[config.mk]
export PLATFORM = sky130hd
export DESIGN_NAME = dsw_bank
export DESIGN_NICKNAME = d
export VERILOG_FILES = /design/src/hdl/dsw_pkg.sv /design/src/hdl/dsw_bank.sv /design/src/hdl/dsw_flags.sv
export VERILOG_INCLUDE_DIRS = /design/src /design/src/hdl
export SDC_FILE = /design/constraint.sdc
export NUM_CORES = 1
export LEC_CHECK = 0
export BUFFER_PORTS_ARGS = -buffer_cell sky130_fd_sc_hd__buf_4
export CORE_AREA = 2 2 120 145
export DETAILED_ROUTE_END_ITERATION = 10
export DIE_AREA = 0 0 122 147
export HOLD_SLACK_MARGIN = 0.06
export PLACE_DENSITY = 0.61
export SLEW_MARGIN = 15
export SYNTH_ARGS = -nofsm -noshare
export SYNTH_HDL_FRONTEND = slang
export SYNTH_SLANG_ARGS = --single-unit
[constraint.sdc]
create_clock -name i_clk -period 3.5 [get_ports i_clk]
set_input_delay 0 -clock i_clk [delete_from_list [all_inputs] [get_ports i_clk]]
set_output_delay 0 -clock i_clk [all_outputs]
set_load 0.02 [all_outputs]
[src/hdl/dsw_cfg.svh]
// constants for the drive status word bank
`ifndef DSW_CFG_SVH
`define DSW_CFG_SVH
// word indices of the status bank
`define DSW_IDX_FAULT     4'h0
`define DSW_IDX_FLAGS     4'h1
`define DSW_IDX_FCMD      4'h3
`define DSW_IDX_FOUT      4'h4
`define DSW_IDX_SPEED     4'hc
`define DSW_IDX_ENC1      4'hd
`define DSW_IDX_ENC2      4'he
// field positions inside the state flags word
`define DSW_RUN_LSB       0
`define DSW_JOG_BIT       2
`define DSW_DIR_LSB       3
`define DSW_FCOMM_BIT     8
`define DSW_FANA_BIT      9
`define DSW_CCOMM_BIT     10
`define DSW_LOCK_BIT      11
`define DSW_RUNNING_BIT   12
`define DSW_RESET_WORD    16'h0000
`endif

[src/hdl/dsw_pkg.sv]
// types for the drive status word bank
package dsw_pkg;
	typedef logic [15:0] dsw_word_t;
	// run state codes of the two-bit run field
	typedef enum logic [1:0] {
		DSW_RUN_STOPPED = 2'h0,
		DSW_RUN_DECEL   = 2'h1,
		DSW_RUN_STANDBY = 2'h2,
		DSW_RUN_RUNNING = 2'h3
	} dsw_run_e;
	// rotation codes of the two-bit direction field
	typedef enum logic [1:0] {
		DSW_DIR_FWD     = 2'h0,
		DSW_DIR_REV2FWD = 2'h1,
		DSW_DIR_FWD2REV = 2'h2,
		DSW_DIR_REV     = 2'h3
	} dsw_dir_e;
	// one-hot phases of the read port
	typedef enum logic [1:0] {
		DSW_RD_IDLE = 2'b01,
		DSW_RD_ANS  = 2'b10
	} dsw_rd_e;
endpackage
[src/hdl/dsw_bank.sv]
// read-only bank of drive status words
`timescale 1ns/1ps
`include "dsw_cfg.svh"
// Functional notes
// - run state in bits one and zero
// - rotation state in bits four and three
// - bit 8 set for comm frequency source
// - bit 9 set for analog frequency source
// - bit 10 set for comm command source
// - bit 11 set while parameters locked
// - bit 12 high unless stopped
// - frequency command in hundredths of hertz
// - output frequency in hundredths of hertz
// - encoder one count, full 16 bits
// - second encoder position count, 16 bits
// - motor speed in rpm reported
module dsw_bank
	import dsw_pkg::*;
(
	// clock and reset
	input  wire logic        i_clk,
	input  wire logic        i_rst,
	// drive state from the core
	input  wire logic [7:0]  i_fault_code,
	input  wire logic [7:0]  i_warn_code,
	input  wire logic [1:0]  i_run_state,
	input  wire logic        i_jog,
	input  wire logic [1:0]  i_dir_state,
	input  wire logic        i_freq_from_comm,
	input  wire logic        i_freq_from_analog,
	input  wire logic        i_cmd_from_comm,
	input  wire logic        i_param_locked,
	input  wire logic [15:0] i_freq_cmd,
	input  wire logic [15:0] i_freq_out,
	input  wire logic [15:0] i_motor_rpm,
	input  wire logic [15:0] i_enc1_count,
	input  wire logic [15:0] i_enc2_count,
	// status word read port
	input  wire logic        i_rd,
	input  wire logic        i_wr,
	input  wire logic [3:0]  i_addr,
	output logic [15:0]      o_rdata,
	output logic             o_rvalid
);
	////////////////////////////////////////////////////////////////////
	logic [15:0] flags_word;
	logic [15:0] fault_reg;
	logic [15:0] flags_reg;
	logic [15:0] fcmd_reg;
	logic [15:0] fout_reg;
	logic [15:0] speed_reg;
	logic [15:0] enc1_reg;
	logic [15:0] enc2_reg;
	logic [15:0] rdata_next;
	dsw_rd_e     rd_state_reg;

	dsw_flags u_flags (
		.i_run_state        (i_run_state),
		.i_jog              (i_jog),
		.i_dir_state        (i_dir_state),
		.i_freq_from_comm   (i_freq_from_comm),
		.i_freq_from_analog (i_freq_from_analog),
		.i_cmd_from_comm    (i_cmd_from_comm),
		.i_param_locked     (i_param_locked),
		.o_word             (flags_word)
	);

	////////////////////////////////////////////////////////////////////
	// snapshot of drive state each clock, cleared by reset
	always_ff @(posedge i_clk) begin
		if (i_rst) begin
			fault_reg <= `DSW_RESET_WORD;
			flags_reg <= `DSW_RESET_WORD;
			fcmd_reg  <= `DSW_RESET_WORD;
			fout_reg  <= `DSW_RESET_WORD;
			speed_reg <= `DSW_RESET_WORD;
			enc1_reg  <= `DSW_RESET_WORD;
			enc2_reg  <= `DSW_RESET_WORD;
		end else begin
			fault_reg <= {i_warn_code, i_fault_code};
			flags_reg <= flags_word;
			// frequency command, 6000 is 60.00 Hz
			fcmd_reg  <= i_freq_cmd;
			fout_reg  <= i_freq_out;
			speed_reg <= i_motor_rpm;
			enc1_reg  <= i_enc1_count;
			enc2_reg  <= i_enc2_count;
		end
	end

	////////////////////////////////////////////////////////////////////
	// read decode, unmapped words read zero
	always_comb begin
		if (i_addr == `DSW_IDX_FAULT) begin
			rdata_next = fault_reg;
		end else if (i_addr == `DSW_IDX_FLAGS) begin
			rdata_next = flags_reg;
		end else if (i_addr == `DSW_IDX_FCMD) begin
			rdata_next = fcmd_reg;
		end else if (i_addr == `DSW_IDX_FOUT) begin
			rdata_next = fout_reg;
		end else if (i_addr == `DSW_IDX_SPEED) begin
			rdata_next = speed_reg;
		end else if (i_addr == `DSW_IDX_ENC1) begin
			rdata_next = enc1_reg;
		end else if (i_addr == `DSW_IDX_ENC2) begin
			rdata_next = enc2_reg;
		end else begin
			rdata_next = `DSW_RESET_WORD;
		end
	end

	// read answer one cycle after the request; writes have no path in
	always_ff @(posedge i_clk) begin
		if (i_rst) begin
			rd_state_reg <= DSW_RD_IDLE;
			o_rdata      <= `DSW_RESET_WORD;
			o_rvalid     <= 1'b0;
		end else begin
			case (rd_state_reg)
				DSW_RD_IDLE: begin
					o_rvalid <= i_rd;
					if (i_rd) begin
						o_rdata      <= rdata_next;
						rd_state_reg <= DSW_RD_ANS;
					end
				end
				DSW_RD_ANS: begin
					o_rvalid <= i_rd;
					if (i_rd) begin
						o_rdata <= rdata_next;
					end else begin
						rd_state_reg <= DSW_RD_IDLE;
					end
				end
				default: begin
					rd_state_reg <= DSW_RD_IDLE;
					o_rvalid     <= 1'b0;
				end
			endcase
		end
	end
endmodule

[src/hdl/dsw_flags.sv]
// packs the drive state flags into one status word
`timescale 1ns/1ps
`include "dsw_cfg.svh"
module dsw_flags
	import dsw_pkg::*;
(
	// drive state
	input  wire logic [1:0] i_run_state,
	input  wire logic       i_jog,
	input  wire logic [1:0] i_dir_state,
	input  wire logic       i_freq_from_comm,
	input  wire logic       i_freq_from_analog,
	input  wire logic       i_cmd_from_comm,
	input  wire logic       i_param_locked,
	// packed word
	output logic [15:0]     o_word
);
	// true for every run state other than stopped
	function automatic logic dsw_is_running(input logic [1:0] st);
		return st != DSW_RUN_STOPPED;
	endfunction

	// reserved positions stay zero
	always_comb begin
		o_word = `DSW_RESET_WORD;
		o_word[`DSW_RUN_LSB+:2] = i_run_state;
		o_word[`DSW_JOG_BIT] = i_jog;
		o_word[`DSW_DIR_LSB+:2] = i_dir_state;
		o_word[`DSW_FCOMM_BIT] = i_freq_from_comm;
		o_word[`DSW_FANA_BIT] = i_freq_from_analog;
		o_word[`DSW_CCOMM_BIT] = i_cmd_from_comm;
		o_word[`DSW_LOCK_BIT] = i_param_locked;
		o_word[`DSW_RUNNING_BIT] = dsw_is_running(i_run_state);
	end
endmodule

# ---- After elaboration in Yosys (flattened, before gate mapping)
# Cells that the tools add are included.
dict set report op_classes {
  muxes 10
  n_shift 0
  reduce_logical 6
  n_mul 0
  eq_ne 10
  bitwise_logic 1
  div 0
  add_sub_neg 0
  magnitude_cmp 0
}
# op n
set ops {}
lappend ops {{$mux W16} 7}
lappend ops {{$eq A4 B4 Y1 const B} 3}
lappend ops {{$eq A4 B1 Y1 const B} 1}
lappend ops {{$eq A4 B2 Y1 const B} 1}
lappend ops {{$eq A4 B3 Y1 const B} 1}
lappend ops {{$logic_not A4 Y1} 1}
lappend ops {{$mux W2} 2}
lappend ops {{$ne A2 B2 Y1 const B} 2}
lappend ops {{$pmux W2 S2} 1}
lappend ops {{$reduce_and A2 Y1} 2}
lappend ops {{$reduce_or A2 Y1} 2}
lappend ops {{$eq A2 B1 Y1 const B} 1}
lappend ops {{$eq A2 B2 Y1 const B} 1}
lappend ops {{$reduce_bool A2 Y1} 1}
lappend ops {{$not A1 Y1} 1}
dict set report word_totals {
  in_bits 113
  latch_bits 0
  ramBits 0
  romBits 0
  memories 0
  elab_cells 38
  output_inout_bits 17
  reg_bits 131
}

# ---- Logic depth before layout (Yosys ltp)
# Gate-level depths: netlist of the first run.
dict set report logic_depth {
  depth_word 8
  depth_mapped 8
  depth_no_buf 6
}

# ---- By module
# Synthesis of the first run repeated with hierarchy kept, for this count alone.
dict set report unflattened {
  hier_cells 494
  area_unflattened_um2 4991.0
}
# mod n_inst area_per_inst_um2 cells_per_inst seq_area_each_um2
set modules_own_cells {}
lappend modules_own_cells {dsw_bank 1 4868.4 477 2622.5}
lappend modules_own_cells {dsw_flags 1 122.6 17 0.0}

# ---- Least setup slack after synthesis of the first run
# OpenSTA, ideal clock, no wires.
dict set report synth_timing {
  kind {flip-flop to flip-flop}
  start {register rd_state_reg[0]}
  end {register o_rdata[0]}
  setup_ns 0.117
  arrival_time_ns 1.557
  synth_period_minus_slack_ns 1.674
  path_slack_ns 1.826
  stages_incl_launch_ff 9
  t_required_ns 3.383
  n_path_buf 2
  path_cell_list {dfxtp_1 inv_1 ha_1 nand2b_2 nand2b_1 clkbuf_1 buf_2 a21oi_1 a32o_1}
}
dict set report synth_via {
  elab_chain_cells 3
  word_cells_on_any_way 4
  classes_between {eq/ne: 2; reduce/logical: 2}
}
# element line_no
set synth_lines {}
lappend synth_lines {{start: declaration} dsw_bank.sv:55} ;# dsw_rd_e rd_state_reg;
lappend synth_lines {{start signal: assignment} dsw_bank.sv:116} ;# rd_state_reg <= DSW_RD_IDLE;
lappend synth_lines {{start signal: assignment} dsw_bank.sv:125} ;# rd_state_reg <= DSW_RD_ANS;
lappend synth_lines {{start signal: assignment} dsw_bank.sv:133} ;# rd_state_reg <= DSW_RD_IDLE;
lappend synth_lines {{$eq A2 B2 Y1 or $eq A2 B1 Y1 (tied branches)} dsw_bank.sv:120} ;# case (rd_state_reg)
lappend synth_lines {{$reduce_or A2 Y1 (no source line) (*)} --}
lappend synth_lines {{$reduce_and A2 Y1 (no source line) (*)} --}
lappend synth_lines {{end signal: assignment} dsw_bank.sv:117} ;# o_rdata <= `DSW_RESET_WORD;
lappend synth_lines {{end signal: assignment} dsw_bank.sv:124} ;# o_rdata <= rdata_next;
lappend synth_lines {{end signal: assignment} dsw_bank.sv:131} ;# o_rdata <= rdata_next;
lappend synth_lines {{end: declaration} dsw_bank.sv:42} ;# output logic [15:0] o_rdata,
# Every way passes the cells marked *; elsewhere a longest branch is shown, timed or not.
# A chain may end at the register's enable or synchronous reset.

# ---- Final worst setup path of the first run
dict set report layout_timing {
  start {register rd_state_reg[0]}
  end {register o_rdata[12]}
}
# The elaborated chain is that of the path after synthesis.

==> results of run 1 <==
-- worst max-delay path by stage --
stage,to,slack [ns]
after floorplan,o_rdata[0]$_SDFFE_PP0P_,1.83
after global placement,o_rdata[12]$_SDFFE_PP0P_,1.41
after detailed placement,o_rdata[12]$_SDFFE_PP0P_,1.30
after CTS,o_rdata[12]$_SDFFE_PP0P_,1.28
after global routing,o_rdata[12]$_SDFFE_PP0P_,1.13
final,o_rdata[12]$_SDFFE_PP0P_,1.35
-- critical path, cell delays in order (launching register included) --
cell      delay [ns]
dfxtp_1         0.33
inv_1           0.07
ha_1            0.27
nand2b_2        0.10
buf_4           0.29
nand2b_1        0.59
a21oi_1         0.14
a32o_1          0.25
-- metal layers --
metal / global-route usage, % / up-vias / wire [µm] / part of all wire, %
met1: 16.3 / 1855 / 5420 / 41
met5: 0 / - / 0 / 0
met4: 4.83 / 0 / 207 / 1.5
li1: - / 1982 / - / -
met2: 28.8 / 100 / 7160 / 53
met3: 4.50 / 15 / 598 / 4.5
-- power breakdown --
part	leakage [µW]	internal, µW	switching [µW]
Combinational	0.00189	268	194
Clock	0.000309	1240	615
Sequential	0.00104	1500	25.4
-- layout make-up --
type | count | area [µm²] | area share (%)
Sequential cell | 125 | 2500 | 33.6
Inverter | 6 | 22.5 | 0.302
Tap cell | 216 | 270 | 3.62
Clock inverter | 11 | 164 | 2.20
Timing Repair Buffer | 240 | 2070 | 27.8
Clock buffer | 21 | 470 | 6.31
Multi-Input combinational cell | 276 | 1950 | 26.2
-- cell families (layout without fill, tap and decap cells) --
logic type,count (synthesis),count (layout),share of synthesized area (%)
multiplexers,26,26,5.95
adder cells (fa/ha/maj),2,2,0.534
AND/OR/NAND/NOR,151,151,20.0
AO/OA/AOI/OAI,97,97,15.1
buffers and inverters,44,278,5.10
flip-flops,125,125,53.4
-- synth_stat cells (all sizes together) --
library cell and number:
mux2 15, clkbuf 18, nor2 5, a21o 27, nor2b 116, nand3 6, mux2i 11, nor4 1
ha 2, o22ai 20, inv 6, a32o 4, nand4b 1, or2 2, buf 20, nor4b 1
a222oi 11, nor3b 1, or3 1, nand2b 2, a2bb2oi 1, and3b 1, nand3b 1, dfxtp 125
o21ai 12, nor3 9, a22oi 6, a221oi 1, nand2 4, a311oi 1, a221o 4, a21oi 10
-- per-stage QoR --
| step | instances | instance area [µm²] | power (µW) |
|---|---|---|---|
| 2_1_floorplan | 445 | 4690 | 1760 |
| 3_3_place_gp | 755 | 5740 | 1920 |
| 3_5_place_dp | 755 | 5740 | 1930 |
| 4_1_cts | 895 | 7450 | 3890 |
| 5_1_grt | 895 | 7460 | 4000 |
| 6_report | 895 | 7460 | 3850 |
==> results.txt, run 1 <==
run status: finished clean
Initial Util: 28.3%
clk slew on worst S/H paths: 0.06 ns
final hold viol count: 0
Max IR drop VDD: 0.292 mV
worst hold slack: 0.0557 ns
synth top area cells: dfxtp_1 (53%), nor2b_1 (15%), a21o_1 (4.3%), o22ai_1 (2.7%), mux2_2 (2.4%)
hold worst-path end: fout_reg[1]$_SDFF_PP0_
drt first-iter violations: 180
Max Transition Viols Final: 0
Routed Antenna Nets: 0
final-report setup violation count: 0
FMAX: 0.464 GHz
IO Count: 130
final worst path period need: 2.15 ns
cell taking the most area after synthesis: dfxtp_1
vias in the first global route: 4278
routed len/inst: 15.0 µm
Die H: 147 µm
Avg Inst Size Synth: 10.5 µm²
DRC Markers: 0
post-synth net total: 560
# fillers: 1547
commonest non-fill, non-tap cell in the layout: buf_4
antenna cells: 0
Chip Width: 122 µm
worst r2r dst: o_rdata[12]$_SDFFE_PP0P_
actual slew at the worst max-slew pin: 0.820 ns
Setup WS post-layout: 1.35 ns
fin nets: 781
Critical Path Fanout Max: 24
CP Class: reg2reg
Vias/cell: 4.42
CP Capture Type: flop
post-cts sizing count: 0
fin crit share: 61.6%
first-pass GRT wire length: 20.7 mm
antenna violations before repair: 0
Synth top area share: 53.4%
Syn Std Cell Area: 4690 µm²
unrepaired setup endpoints after global routing: no
leakage: 0.00323 µW
ratio of cells with drive above 1 in the final layout: 26.5%
GR Util All Layers: 15.4%
Cells after Synth: 445
PwrDens: 516 nW/µm²
CP startpoint: rd_state_reg[0]$_SDFFE_PP1P_
TNS Setup: 0 ns
post-layout util: 44.9%
worst path arrival time: 2.46 ns
Die Area: 17900 µm²
Layout area overhead: 59.1%
First-pass DRT Iterations: 7
CTS tree: built
hold path startpoint: i_rst
GPL Wtd Cong: 0.722
via count: 3952
core area: 16600 µm²
startpoint class of the critical path: flop
Post-CTS Setup Repair Bufs: 0
R2R cell count: 7
DP Wirelength: 8.61 mm
Worst Hold Class: in2reg
port bufs: 128
post-synth cell types: 38
Slew HR: 45.1%
pre-CTS setup slack: 1.30 ns
Clock Tree Root: clkbuf_16
Routed WL: 13.4 mm
grt total ovfl: 0
Synthesis Warnings: 0
pin count of the biggest net entering global routing: 68
Post-CTS Hold Fix Bufs: 108
H-tree lvl count: 4
clock latency at the later pin of the worst-skew pair: 0.41 ns
sequential area share after synthesis: 53.4%
Clock Skew: 0.00519 ns
worst-case clock buffer depth: 2
num rows: 52
hold depth: 2
CTS buffer count: 17
worst r2r src: rd_state_reg[0]$_SDFFE_PP1P_
clock sinks: 125
commonest non-fill, non-tap cells in the layout: buf_4 (132), dfxtp_1 (125), nor2b_1 (116)
R2R setup slack: 1.35 ns
max_cap viols: 0
register bit count reported by yosys: 125
CP required: 3.81 ns
(Power assumes the default switching activity.)
==> run 2: changes to the inputs <==
--- a/config.mk
+++ b/config.mk
@@ -11,7 +11,7 @@
 export DETAILED_ROUTE_END_ITERATION = 10
 export DIE_AREA = 0 0 122 147
 export HOLD_SLACK_MARGIN = 0.06
-export PLACE_DENSITY = 0.61
+export PLACE_DENSITY = 0.62
 export SLEW_MARGIN = 15
 export SYNTH_ARGS = -nofsm -noshare
 export SYNTH_HDL_FRONTEND = slang
==> constraint.sdc (replaced) <==
create_clock -name i_clk -period 1.8 [get_ports i_clk]
set_input_delay 0 -clock i_clk [delete_from_list [all_inputs] [get_ports i_clk]]
set_output_delay 0 -clock i_clk [all_outputs]
set_load 0.02 [all_outputs]
==> run 2 against run 1 <==
Net effect: sequential power grew 94%; clock skew decreased by 0.00085 ns; die area is the same; critical path depth fell by 1; sequential share of layout area decreased by 0.79 points; largest power group unchanged.
==> results.txt, run 2 (same netlist as run 1, synthesis figures left out) <==
first-pass GRT wire length: 21.3 mm (+3.1%)
GR Util All Layers: 15.6% (+0.27 points)
CP Class: in2reg
Initial Util: 28.3% (unchanged)
DRC Markers: 0 (unchanged)
antenna violations before repair: 0 (unchanged)
final-report setup violation count: 0 (unchanged)
dpl cell area: 5810 µm² (+1.3%)
final worst path period need: 1.76 ns
via count: 4085 (+3.4%)
crit-path cells: dlygate4sd3_1 > buf_4 > and3b_1 > a21o_1 > a222oi_1 > o22ai_1
routed len/inst: 14.8 µm (-1.2%)
Layout area overhead: 62.9%
CP required: 2.06 ns (-1.75 ns)
leakage: 0.00334 µW (+3.2%)
Slew HR: 41.5% (-3.6 points)
ratio of cells with drive above 1 in the final layout: 26.9% (+0.41 points)
post-route cell area: 7640 µm² (+2.4%)
grt total ovfl: 0 (unchanged)
Vias/cell: 4.45 (+0.78%)
Sw Ratio: 22.3% (+0.61 points)
Die H: 147 µm (unchanged)
Chip Width: 122 µm (unchanged)
Non-Filler Instances: 918 (+2.6%)
Pwr Total: 7220 µW (+88%)
run status: finished clean
actual slew at the worst max-slew pin: 0.874 ns (+0.0540 ns)
First-pass DRT Iterations: 4 (-3)
Worst Hold Class: in2reg
Comb power frac: 13.2% (+1.2 points)
drt first-iter violations: 185 (+2.8%)
commonest non-fill, non-tap cells in the layout: buf_4 (143), dfxtp_1 (125), dlygate4sd3_1 (122)
Critical Path Fanout Max: 15 (-38%)
fin crit share: 97.9%
worst path arrival time: 2.02 ns (-0.44 ns)
final hold viol count: 0 (unchanged)
CTS buffer count: 17 (unchanged)
Max Transition Viols Final: 0 (unchanged)
Clock Tree Root: clkbuf_16
CP Capture Type: flop
pin count of the biggest net entering global routing: 34 (-50%)
Routed Antenna Nets: 0 (unchanged)
PwrDens: 946 nW/µm² (+83%)
Cell Int Power: 5610 µW (+86%)
cell family with most CP delay: compound AO/OA/AOI/OAI gates
antenna cells: 0 (unchanged)
clock sinks: 125 (unchanged)
FMAX: 0.568 GHz
vias in the first global route: 4438 (+3.7%)
startpoint class of the critical path: input port
Inst Count DP: 765 (+1.3%)
max_cap viols: 0 (unchanged)
clk slew on worst S/H paths: 0.05 ns (about the same)
critical path's largest stage delay: 0.53 ns (-0.06 ns)
Max IR drop VDD: 0.557 mV (+91%)
NetSw: 1610 µW (+93%)
worst-case clock buffer depth: 2 (unchanged)
Buf+Inv Stages, Crit Path: 2 (unchanged)
Clock Skew: 0.00435 ns (-0.000848 ns)
port bufs: 128 (unchanged)
core area: 16600 µm² (unchanged)
commonest non-fill, non-tap cell in the layout: buf_4
clock latency at the later pin of the worst-skew pair: 0.40 ns (about the same)
GPL Wtd Cong: 0.772 (+7.0%)
IO Count: 130 (unchanged)
num rows: 52 (unchanged)
DP Wirelength: 8.96 mm (+4.0%)
Die Area: 17900 µm² (unchanged)
fin nets: 806 (+3.2%)
Reg power frac: 41.1% (+1.4 points)
H-tree lvl count: 4 (unchanged)
Clk network pwr share: 45.7% (-2.6 points)
CTS tree: built
Critical-path top delay cell: dlygate4sd3_1
unrepaired setup endpoints after global routing: no
Routed WL: 13.6 mm (+1.4%)
[run 2: cell count changes in the layout (fill, tap and decap cells not counted), sizes merged]
cell,before,now
buf,132,143
clkinv,5,3
bufinv,4,2
dlygate4sd3,108,122
clkbuf,21,20
clkinvlp,2,5
[run 2: layout make-up]
type / count / area, µm²
Clock buffer: 20 / 467
Clock inverter: 10 / 116
Fill cell: 1507 / 8950
Inverter: 6 / 22.5
Multi-Input combinational cell: 276 / 1960
Sequential cell: 125 / 2500
Tap cell: 216 / 270
Timing Repair Buffer: 265 / 2290
[run 2: what timing repair did]
item                                   in CTS  in global routing
endpoints found under the hold margin     117                  0
hold buffers                              122                  0
setup buffers                               0                  1
gates resized for setup                     0                  1
setup endpoints to repair                   0                  4
[run 2: worst min-delay path: stages]
cell      delay (ns)
buf_4           0.25
a21o_1          0.14
a221oi_2        0.06
[run 2: per-stage QoR]
step	TNS (ns)	setup WS (ns)	hold slack, ns	utilization, %
after floorplan	0	0.126	0.128	-
after global placement	0	0.0738	0.218	35.0
after detailed placement	-0.0149	-0.0149	0.216	35.0
after CTS	0	0.0131	0.0780	45.9
after global routing	0	0.0197	0.107	46.0
final	0	0.0386	0.0983	46.0
[run 2: final timing paths]
path / slack, ns / cells after the start / startpoint / endpoint
setup reg to reg: 0.13 / 7 / rd_state_reg[0]$_SDFFE_PP1P_ / o_rdata[7]$_SDFFE_PP0P_
hold reg to reg: 0.49 / 2 / o_rdata[9]$_SDFFE_PP0P_ / o_rdata[9]$_SDFFE_PP0P_
hold / removal: 0.1 / 3 / i_addr[3] / o_rdata[9]$_SDFFE_PP0P_
setup / recovery: 0.04 / 6 / i_addr[2] / o_rdata[7]$_SDFFE_PP0P_
[run 2: routing by layer]
layer	up-vias	GRT usage (%)	part of all wire, %	wire (µm)
met5	-	0	0	0
met4	0	6.03	2.6	357
met3	23	4.62	4.3	581
met2	111	28.6	53	7180
met1	1920	16.7	40	5440
li1	2031	-	-	-
[run 2: power by group through the flow]
stage	logic (µW)	registers [µW]	clock network [µW]
floorplan	394	3040	0
global placement	721	3030	0
detailed placement	738	3030	0
CTS	951	2970	3360
global route	1040	2980	3510
finish	954	2970	3300
==> run 3: changes to the inputs <==
==> constraint.sdc (replaced) <==
create_clock -name i_clk -period 1.6 [get_ports i_clk]
set_input_delay 0 -clock i_clk [delete_from_list [all_inputs] [get_ports i_clk]]
set_output_delay 0 -clock i_clk [all_outputs]
set_load 0.02 [all_outputs]
==> run 3 against run 2 <==
Net effect: cell count down 1.5%; register-to-register slack worse by 0.06 ns; flip-flop and latch count unchanged; critical endpoint is now o_rdata[15]$_SDFFE_PP0P_; highest routed layer unchanged.
==> results.txt, run 3 (same netlist as run 1, synthesis figures left out) <==
run status: finished clean
final-report setup violation count: 0 (unchanged)
commonest non-fill, non-tap cells in the layout: buf_4 (137), dfxtp_1 (124), nor2b_1 (116)
TNS Setup: 0 ns (unchanged)
R2R setup slack: 0.07 ns (-0.06 ns)
CP required: 1.94 ns (-0.12 ns)
leakage: 0.00326 µW (-2.2%)
R2R cell count: 7 (unchanged)
Critical-path top delay cell: dfxtp_2
commonest non-fill, non-tap cell in the layout: buf_4
Max IR drop VDD: 0.672 mV (+21%)
clock latency at the later pin of the worst-skew pair: 0.41 ns (about the same)
Max Transition Viols Final: 0 (unchanged)
antenna violations before repair: 0 (unchanged)
final worst path period need: 1.53 ns
startpoint class of the critical path: flop
via count: 4067 (-0.44%)
DRC Markers: 0 (unchanged)
FMAX: 0.652 GHz
Die H: 147 µm (unchanged)
topmost layer with routed signal wires: met4
CP Class: reg2reg
worst r2r src: rd_state_reg[0]$_SDFFE_PP1P_
Clock Skew: 0.00659 ns (+0.00225 ns)
Routed Antenna Nets: 0 (unchanged)
fin nets: 790 (-2.0%)
CP most frequent cell: nand2b_4
ratio of cells with drive above 1 in the final layout: 27.5% (+0.55 points)
first-pass GRT wire length: 20.5 mm (-3.7%)
DP Wirelength: 8.82 mm (-1.6%)
Clock Tree Root: clkbuf_16
worst path arrival time: 1.87 ns (-0.15 ns)
num rows: 52 (unchanged)
Vias/cell: 4.50 (+1.1%)
Setup crit end: o_rdata[15]$_SDFFE_PP0P_
Worst Hold Class: in2reg
critical path's largest stage delay: 0.32 ns (-0.21 ns)
grt total ovfl: 0 (unchanged)
IO Count: 130 (unchanged)
H-tree lvl count: 4 (unchanged)
CP Capture Type: flop
final hold viol count: 0 (unchanged)
vias in the first global route: 4240 (-4.5%)
GR Util All Layers: 15.1% (-0.52 points)
First-pass DRT Iterations: 4 (unchanged)
clk slew on worst S/H paths: 0.06 ns (about the same)
worst r2r dst: o_rdata[15]$_SDFFE_PP0P_
GPL Wtd Cong: 0.786 (+1.8%)
fin crit share: 95.9%
port bufs: 128 (unchanged)
Routed WL: 13.6 mm (about the same)
DR WL met3: 638 µm (+9.8%)
Critical Path Fanout Max: 11 (-4)
crit-path cells: inv_1 > ha_1 > nand2b_4 > nand2b_4 > buf_6 > a21o_1 > o22ai_1
routed len/inst: 15.0 µm (+1.6%)
max_cap viols: 0 (unchanged)
pin count of the biggest net entering global routing: 119 (+250%)
worst-case clock buffer depth: 2 (unchanged)
Slew HR: 29.1% (-12 points)
dpl cell area: 5820 µm² (+0.13%)
worst hold slack: 0.135 ns (+0.0365 ns)
Initial Util: 28.3% (unchanged)
drt first-iter violations: 172 (-7.0%)
CP startpoint: rd_state_reg[0]$_SDFFE_PP1P_
Met2 Wirelength: 7.28 mm (+1.4%)
Chip Width: 122 µm (unchanged)
Pwr Total: 8050 µW (+11%)
actual slew at the worst max-slew pin: 1.06 ns (+0.185 ns)
Die Area: 17900 µm² (unchanged)
clock sinks: 125 (unchanged)
CTS tree: built
Layout area overhead: 60.1%
CTS buffer count: 17 (unchanged)
antenna cells: 0 (unchanged)
post-route cell area: 7500 µm² (-1.7%)
met1 wire length: 5.33 mm (-2.0%)
core area: 16600 µm² (unchanged)
PwrDens: 1070 nW/µm² (+13%)
-- run 3: cell count changes in the layout (fill, tap and decap cells not counted), sizes merged --
cell,change
dlygate4sd3,-13
clkinv,+4
clkinvlp,-2
buf,-3
-- run 3: final cells by class --
class / instances / area, µm²
Clock buffer: 20 / 447
Clock inverter: 12 / 121
Fill cell: 1546 / 9090
Multi-Input combinational cell: 276 / 1970
Sequential cell: 125 / 2500
Timing Repair Buffer: 249 / 2170
Inverter: 6 / 22.5
Tap cell: 216 / 270
-- run 3: worst min path at each step --
stage	startpoint	endpoint	slack (ns)	cells after the start
floorplan	i_enc1_count[0]	enc1_reg[0]$_SDFF_PP0_	0.13	1
CTS	i_addr[2]	o_rdata[9]$_SDFFE_PP0P_	0.10	3
finish	i_addr[2]	o_rdata[9]$_SDFFE_PP0P_	0.13	3
global route	i_addr[2]	o_rdata[9]$_SDFFE_PP0P_	0.15	3
detailed placement	i_enc2_count[6]	enc2_reg[6]$_SDFF_PP0_	0.21	2
global placement	i_motor_rpm[3]	speed_reg[3]$_SDFF_PP0_	0.22	2
-- run 3: worst max-delay path: cells and delay by family (launching register included) --
family / cells / cell delay, ns
DFF: 1 / 0.32
and+or+nand+nor: 2 / 0.32
AOI/OAI and AO/OA: 2 / 0.31
adders and majority gates: 1 / 0.29
buffers and inverters: 2 / 0.20
-- run 3: metal layers --
metal	track usage (%)	up-vias
met5	0	-
met1	15.5	1927
li1	-	2004
met3	4.27	22
met4	7.30	0
met2	27.8	114
-- run 3: through the flow --
step	utilization (%)	instances	setup WS, ns
after CTS	45.2	904	0.00798
final	45.2	904	0.0661
after floorplan	-	445	0.0127
after detailed placement	35.1	762	-0.0971
after global routing	45.2	904	-0.00627
after global placement	35.1	762	-0.0509
-- run 3: repair_timing --
item                                   CTS  global route
setup endpoints to repair               11            15
hold buffers                           109             0
pin swaps                                0             3
resized for setup                        1             3
buffers inserted                         1             0
endpoints found under the hold margin  109             0
-- run 3: where the power goes --
part | internal, µW | switching [µW] | total [µW] | leakage [µW]
registers | 3290 | 55.6 | 3340 | 0.00104
clock network | 2310 | 1340 | 3650 | 0.000275
logic | 620 | 437 | 1060 | 0.00195
total | 6220 | 1830 | 8050 | 0.00326
